$ cat config.mk
export PLATFORM = sky130hd
export DESIGN_NAME = nsxd_exec
export DESIGN_NICKNAME = d
export VERILOG_FILES = /design/src/common/nsxd_pkg.sv /design/src/core/nsxd_dir_bank.sv /design/src/core/nsxd_exec.sv
export SDC_FILE = /design/constraint.sdc
export NUM_CORES = 1
export LEC_CHECK = 0
export BUFFER_PORTS_ARGS = -buffer_cell sky130_fd_sc_hd__buf_2
export CORE_UTILIZATION = 45
export CTS_BUF_LIST = sky130_fd_sc_hd__clkbuf_2 sky130_fd_sc_hd__clkbuf_4 sky130_fd_sc_hd__clkbuf_8
export DETAILED_ROUTE_END_ITERATION = 10
export GPL_TIMING_DRIVEN = 0
export PLACE_DENSITY = 0.85
export RECOVER_POWER = 50
export SYNTH_ARGS = -nofsm -noshare
export SYNTH_HDL_FRONTEND = slang
export SYNTH_SLANG_ARGS = --single-unit
$ cat constraint.sdc
create_clock -name clock -period 2.6 [get_ports clock]
set_clock_uncertainty 0.2 [all_clocks]
set_input_delay 0.65 -clock clock [delete_from_list [all_inputs] [get_ports clock]]
set_output_delay 0.65 -clock clock [all_outputs]
set_load 0.01 [all_outputs]
$ cat src/common/nsxd_pkg.sv
`default_nettype none
package nsxd_pkg;
	localparam int unsigned INSTR_W    = 14;
	localparam int unsigned DATA_W     = 8;
	localparam int unsigned ADDR_W     = 7;
	localparam int unsigned DIR_COUNT  = 3;
	localparam int unsigned DIR_IDX_W  = 2;

	// Major opcode fields
	localparam logic [5:0] OP_SWAP_MAJOR = 6'h0e;
	localparam logic [5:0] OP_XORL_MAJOR = 6'h3a;
	localparam logic [10:0] OP_DIRL_HI   = 11'h00c;
	localparam int unsigned MAJOR_HI     = 13;
	localparam int unsigned MAJOR_LO     = 8;
	localparam int unsigned DEST_BIT     = 7;
	localparam int unsigned DIRL_HI_LO   = 3;

	// Direction register selection, file addresses and reset values
	localparam logic [2:0] DIR_SEL_FIRST = 3'h5;
	localparam logic [2:0] DIR_SEL_LAST  = 3'h7;
	localparam logic [ADDR_W-1:0] DIR_FILE_BASE = 7'h05;
	localparam logic [DATA_W-1:0] DIR_RESET     = 8'hff;
	localparam logic [DATA_W-1:0] ACC_RESET     = 8'h00;
endpackage
`default_nettype wire

$ cat src/core/nsxd_dir_bank.sv
`default_nettype none
module nsxd_dir_bank
	import nsxd_pkg::*;
(
	input  wire logic                   clock,
	input  wire logic                   reset,
	input  wire logic                   wr_en,
	input  wire logic [DIR_IDX_W-1:0]   wr_idx,
	input  wire logic [DATA_W-1:0]      wr_data,
	input  wire logic [DIR_IDX_W-1:0]   rd_idx,
	output logic      [DATA_W-1:0]      rd_data,
	output logic      [DIR_COUNT*DATA_W-1:0] dir_flat
);
	logic [DATA_W-1:0] dir_r [DIR_COUNT];

	generate
		for (genvar i = 0; i < DIR_COUNT; i++) begin : g_dir
			always_ff @(posedge clock) begin
				if (reset) begin
					dir_r[i] <= DIR_RESET;
				end else if (wr_en && wr_idx == DIR_IDX_W'(i)) begin
					dir_r[i] <= wr_data;
				end
			end
			assign dir_flat[i*DATA_W +: DATA_W] = dir_r[i];
		end
	endgenerate

	// Registered read port keeps the file read path flop-driven
	always_ff @(posedge clock) begin
		if (reset) begin
			rd_data <= DIR_RESET;
		end else if (rd_idx < DIR_IDX_W'(DIR_COUNT)) begin
			rd_data <= dir_r[rd_idx];
		end else begin
			rd_data <= '0;
		end
	end
endmodule
`default_nettype wire

$ cat src/core/nsxd_exec.sv
`default_nettype none
module nsxd_exec
	import nsxd_pkg::*;
(
	input  wire logic                        clock,
	input  wire logic                        reset,
	input  wire logic                        instr_valid,
	input  wire logic [INSTR_W-1:0]          instr,
	input  wire logic [DATA_W-1:0]           file_rd_data,
	output logic      [ADDR_W-1:0]           file_addr,
	output logic                             file_wr_en,
	output logic      [DATA_W-1:0]           file_wr_data,
	input  wire logic                        core_file_wr_en,
	input  wire logic [ADDR_W-1:0]           core_file_addr,
	input  wire logic [DATA_W-1:0]           core_file_wr_data,
	output logic      [DATA_W-1:0]           dir_rd_data,
	output logic      [DIR_COUNT*DATA_W-1:0] dir_regs,
	output logic      [DATA_W-1:0]           acc,
	output logic                             result_null_flag,
	output logic                             instr_accepted,
	output logic                             illegal_op
);
	import nsxd_pkg::*;

	logic [DATA_W-1:0] acc_r;
	logic [DATA_W-1:0] acc_nxt;
	logic              null_r;
	logic              is_swap;
	logic              is_xorl;
	logic              is_dirl;
	logic              dir_sel_ok;
	logic              dest_file;
	logic [DATA_W-1:0] swapped;
	logic [DATA_W-1:0] xor_res;
	logic              bank_wr_en;
	logic [DIR_IDX_W-1:0] bank_wr_idx;
	logic [DATA_W-1:0] bank_wr_data;
	logic [DIR_IDX_W-1:0] bank_rd_idx;
	logic              core_hits_dir;
	logic [2:0]        dir_sel;

	////////////////////////////////////////////////////////////////////////////
	// Decode
	assign is_swap    = instr_valid && instr[MAJOR_HI:MAJOR_LO] == OP_SWAP_MAJOR;
	assign is_xorl    = instr_valid && instr[MAJOR_HI:MAJOR_LO] == OP_XORL_MAJOR;
	assign dir_sel    = instr[2:0];
	assign dir_sel_ok = dir_sel >= DIR_SEL_FIRST && dir_sel <= DIR_SEL_LAST;
	// Accepted for legacy code; out-of-range selectors do nothing but flag
	assign is_dirl    = instr_valid && instr[INSTR_W-1:DIRL_HI_LO] == OP_DIRL_HI;
	assign dest_file  = instr[DEST_BIT];

	// Single cycle: no stall path exists for these opcodes
	assign instr_accepted = is_swap || is_xorl || (is_dirl && dir_sel_ok);
	assign illegal_op     = is_dirl && !dir_sel_ok;

	////////////////////////////////////////////////////////////////////////////
	// Datapath
	assign swapped = {file_rd_data[3:0], file_rd_data[7:4]};
	assign xor_res = acc_r ^ instr[DATA_W-1:0];

	assign file_addr    = instr[ADDR_W-1:0];
	assign file_wr_en   = is_swap && dest_file;
	assign file_wr_data = swapped;

	always_comb begin
		acc_nxt = acc_r;
		if (is_swap && !dest_file) begin
			acc_nxt = swapped;
		end else if (is_xorl) begin
			acc_nxt = xor_res;
		end
	end

	always_ff @(posedge clock) begin
		if (reset) begin
			acc_r <= ACC_RESET;
		end else begin
			acc_r <= acc_nxt;
		end
	end

	// Swap and direction load leave the flag alone
	always_ff @(posedge clock) begin
		if (reset) begin
			null_r <= 1'b0;
		end else if (is_xorl) begin
			null_r <= (xor_res == '0);
		end
	end

	assign acc              = acc_r;
	assign result_null_flag = null_r;

	////////////////////////////////////////////////////////////////////////////
	// Direction registers: instruction load wins over a same-cycle file write
	assign core_hits_dir = core_file_addr >= DIR_FILE_BASE
		&& core_file_addr < DIR_FILE_BASE + ADDR_W'(DIR_COUNT);

	always_comb begin
		bank_wr_en   = 1'b0;
		bank_wr_idx  = '0;
		bank_wr_data = acc_r;
		if (is_dirl && dir_sel_ok) begin
			bank_wr_en  = 1'b1;
			bank_wr_idx = DIR_IDX_W'(dir_sel - DIR_SEL_FIRST);
		end else if (core_file_wr_en && core_hits_dir) begin
			bank_wr_en   = 1'b1;
			bank_wr_idx  = DIR_IDX_W'(core_file_addr - DIR_FILE_BASE);
			bank_wr_data = core_file_wr_data;
		end
	end

	// Out-of-range addresses must not alias onto a bank entry; index past the end reads zero
	assign bank_rd_idx = core_hits_dir ? DIR_IDX_W'(core_file_addr - DIR_FILE_BASE)
		: DIR_IDX_W'(DIR_COUNT);

	nsxd_dir_bank u_bank (
		.clock    (clock),
		.reset    (reset),
		.wr_en    (bank_wr_en),
		.wr_idx   (bank_wr_idx),
		.wr_data  (bank_wr_data),
		.rd_idx   (bank_rd_idx),
		.rd_data  (dir_rd_data),
		.dir_flat (dir_regs)
	);
endmodule
`default_nettype wire

==> flow_summary.json <==
{
  "cell_rows": 26,
  "areal_power_density_over_the_cells_nw_per_um2": 448.7,
  "worstPathBufferInverterCount": 3,
  "async_flop_share": 0,
  "synth.top_cells.by_area": "sky130_fd_sc_hd__edfxtp_1 30%, sky130_fd_sc_hd__dfxtp_1 14%, sky130_fd_sc_hd__o22a_1 5.5%",
  "synth_seq_cells": 41,
  "numClockSinks": 41,
  "synth_area_leader_cell": "sky130_fd_sc_hd__edfxtp_1",
  "netlist_top_cells_count": "24 x sky130_fd_sc_hd__edfxtp_1, 23 x sky130_fd_sc_hd__nand3_1, 20 x sky130_fd_sc_hd__nor2_1",
  "cp_data_arrival_time_ps": 1680,
  "timing.critical_path.slowest_stage_cell": "sky130_fd_sc_hd__nand2b_4",
  "timing.slew.headroom": 0.4838,
  "die_w_um": 74.70,
  "place.detailed.instances": 395,
  "max_freq_mhz": 395.6,
  "detailedRoute.firstPassIterationCount": 5,
  "grt_start_max_net_pins": 14,
  "grt_antenna_before_repair": 0,
  "hold_slack_ps": 292.0,
  "synth_sequential_area_ratio": 0.4461,
  "layout.cells.non_filler": 403,
  "clk-insertion-delay-late_ps": 290,
  "timing.critical_path.mode_cell": "sky130_fd_sc_hd__buf_2",
  "grt_pass1_vias": 2137,
  "yosysUniqueCellTypes": 46,
  "ioPinCount": 100,
  "timing.reg2reg.setup_slack_ps": 1060,
  "number_of_buffer_cells_added_on_primary_ports": 98,
  "finish.net_count": 376,
  "final.fill_count": 464,
  "worstPathCellList": "buf_2 -> inv_1 -> ha_1 -> o21ai_1 -> nand2b_4 -> nor2b_1 -> buf_2",
  "timing.final.crit_share": 0.9722,
  "drv_cap": 0,
  "p_leak_nw": 1.140,
  "die_height_um": 74.70,
  "footprint_of_the_multi_input_gates_um2": 1237,
  "crit_path_max_incr_delay_ps": 200,
  "placeableCoreArea_um2": 5107,
  "grt_first_pass_wirelength_um": 10290,
  "floorplan.die_area_um2": 5580,
  "finalCriticalPeriod_ps": 2528,
  "postCtsHoldBufs": 0,
  "clk_pin_slew_worst_paths_ps": 70,
  "syn-num-nets": 271,
  "avgSynthCellArea_um2": 10.48,
  "register_area_um2": 1061,
  "globalRouteTotalUtil": 0.2492,
  "detailroute.via_count": 2354,
  "finalWirelength_um": 6673,
  "finalCoreUtilization": 0.6075,
  "area.growth.synth_to_final_pct": 30.46,
  "cts_root_buf": "sky130_fd_sc_hd__clkbuf_8",
  "synth_warnings": 0,
  "yosys.cell_count.top_type": "sky130_fd_sc_hd__edfxtp_1",
  "drcViolationCount": 0,
  "crit_path_max_fanout": 8,
  "rsz0062_at_grt": "no",
  "yosysTopAreaCellShare": 0.3030,
  "dp_hpwl_um": 4881,
  "grt_overflow": 0,
  "synth-main-ff-cell": "sky130_fd_sc_hd__edfxtp_1",
  "path_delay_family": "buffers and inverters",
  "ctsLongestPathBuffers": 2,
  "crit_path_start_kind": "input port",
  "layout-drive-gt1-share": 0.2883,
  "mappedNetlistArea_um2": 2379,
  "insertedDiodeCount": 0,
  "cell_count_after_synthesis": 227,
  "avgViaCountPerCell": 5.841,
  "timing.final.hold_violations": 0,
  "run_status": "complete, no violations",
  "floorplan.initialDensity": 0.4657,
  "crit_path_end_kind": "output port",
  "timing_worst_slew_pin_value_ps": 771.5,
  "cts_tree": "done",
  "report.final.slew_viol_count": 0,
  "cts_buffers": 5,
  "post_drt_wl_per_cell_um": 16.56,
  "synth-edff-count": 24,
  "number_of_nets_with_antenna_violations_after_detailed_routing": 0,
  "worst_ep_required_time_ps": 1750,
  "setup_violations": 0,
  "cts_h_tree_lvls": 2,
  "drt_first_iter_violations": 210,
  "gp_routability_congestion": 0.9399,
  "timing.hold.worst.class": "reg2reg",
  "vdd_drop_max_mv": 0.1968,
  "criticalPathCategory": "in2out"
}
-- layout by cell type, fill, tap and decap left out, types with 4 or more instances in the layout --
master,netlist,routed
sky130_fd_sc_hd__a211oi_1,7,7
sky130_fd_sc_hd__a221o_1,8,8
sky130_fd_sc_hd__buf_2,3,47
sky130_fd_sc_hd__buf_4,15,18
sky130_fd_sc_hd__clkbuf_1,9,61
sky130_fd_sc_hd__clkbuf_8,0,6
sky130_fd_sc_hd__dfxtp_1,17,17
sky130_fd_sc_hd__edfxtp_1,24,24
sky130_fd_sc_hd__inv_1,4,4
sky130_fd_sc_hd__mux2_2,8,8
sky130_fd_sc_hd__nand2_1,5,4
sky130_fd_sc_hd__nand3_1,23,22
sky130_fd_sc_hd__nor2_1,20,19
sky130_fd_sc_hd__o22a_1,15,15
sky130_fd_sc_hd__o32a_1,10,10
sky130_fd_sc_hd__xnor2_1,8,8
sky130_fd_sc_hd__xor2_1,7,7
-- worst min-delay path, stage by stage (launching register included) --
cell and delay (ps):
sky130_fd_sc_hd__dfxtp_1 330, sky130_fd_sc_hd__nand2_1 60, sky130_fd_sc_hd__a21oi_1 60
-- metrics by stage --
| step | power (mW) | TNS, ps | setup WS, ps | area (um2) |
|---|---|---|---|---|
| global placement | 0.9564 | -13410 | -407.6 | 2969 |
| floorplan | 0.8577 | 0 | 29.95 | 2391 |
| CTS | 1.394 | -4.513 | -3.438 | 3104 |
| detailed placement | 0.9630 | -15530 | -477.8 | 2969 |
| finish | 1.392 | 0 | 72.17 | 3103 |
| global route | 1.445 | 0 | 11.02 | 3103 |
-- kinds of logic (layout without fill, tap and decap cells) --
kind of cell,Yosys count,count (layout),share of synthesized area
flops,41,41,0.4461
xor+xnor,15,15,0.05524
buf+inv,33,139,0.07733
fa+ha+maj,3,3,0.01578
mux,8,8,0.03788
compound gates,53,53,0.1936
simple gates,74,74,0.1741
-- cell type report --
type,instances,share of cell area
Buffer,27,0.05363
Clock buffer,7,0.02903
Clock inverter,1,0.002419
Inverter,4,0.004839
Multi-Input combinational cell,153,0.3988
Sequential cell,41,0.3419
Tap cell,70,0.02823
Timing Repair Buffer,100,0.1411
-- per-layer routing --
metal | up-vias | routed length, um | GRT usage
met2 | 167 | 3196 | 0.4264
met5 | - | 0 | 0
met1 | 1092 | 2767 | 0.3100
li1 | 1080 | - | -
met3 | 15 | 612 | 0.05622
met4 | 0 | 95 | 0.08595
-- worst paths after layout --
path,depth (start not counted),endpoint,start
worst min-delay path,2,result_null_flag$_SDFFE_PP0P_,result_null_flag$_SDFFE_PP0P_
worst max-delay path,7,illegal_op,instr[1]
worst min register to register,2,result_null_flag$_SDFFE_PP0P_,result_null_flag$_SDFFE_PP0P_
worst max register to register,4,result_null_flag$_SDFFE_PP0P_,acc[1]$_SDFFE_PP0P_
-- sequential cells by signal, summed over array words and instances, names as in the netlist --
name / count
result_null_flag: 1
u_bank.dir_r: 24
u_bank.rd_data: 8
acc: 8
-- power breakdown --
group / switching [mW] / total [mW] / internal, mW
combinational: 0.131 / 0.227 / 0.0951
clock: 0.212 / 0.438 / 0.226
sequential: 0.0146 / 0.728 / 0.713
-- timing repair --
action	in CTS	in global routing
gates resized for setup	9	12
endpoints found under the hold margin	0	0
pin swaps	0	3
buffers inserted	0	2
setup endpoints to repair	33	33
(Power assumes the default switching activity.)
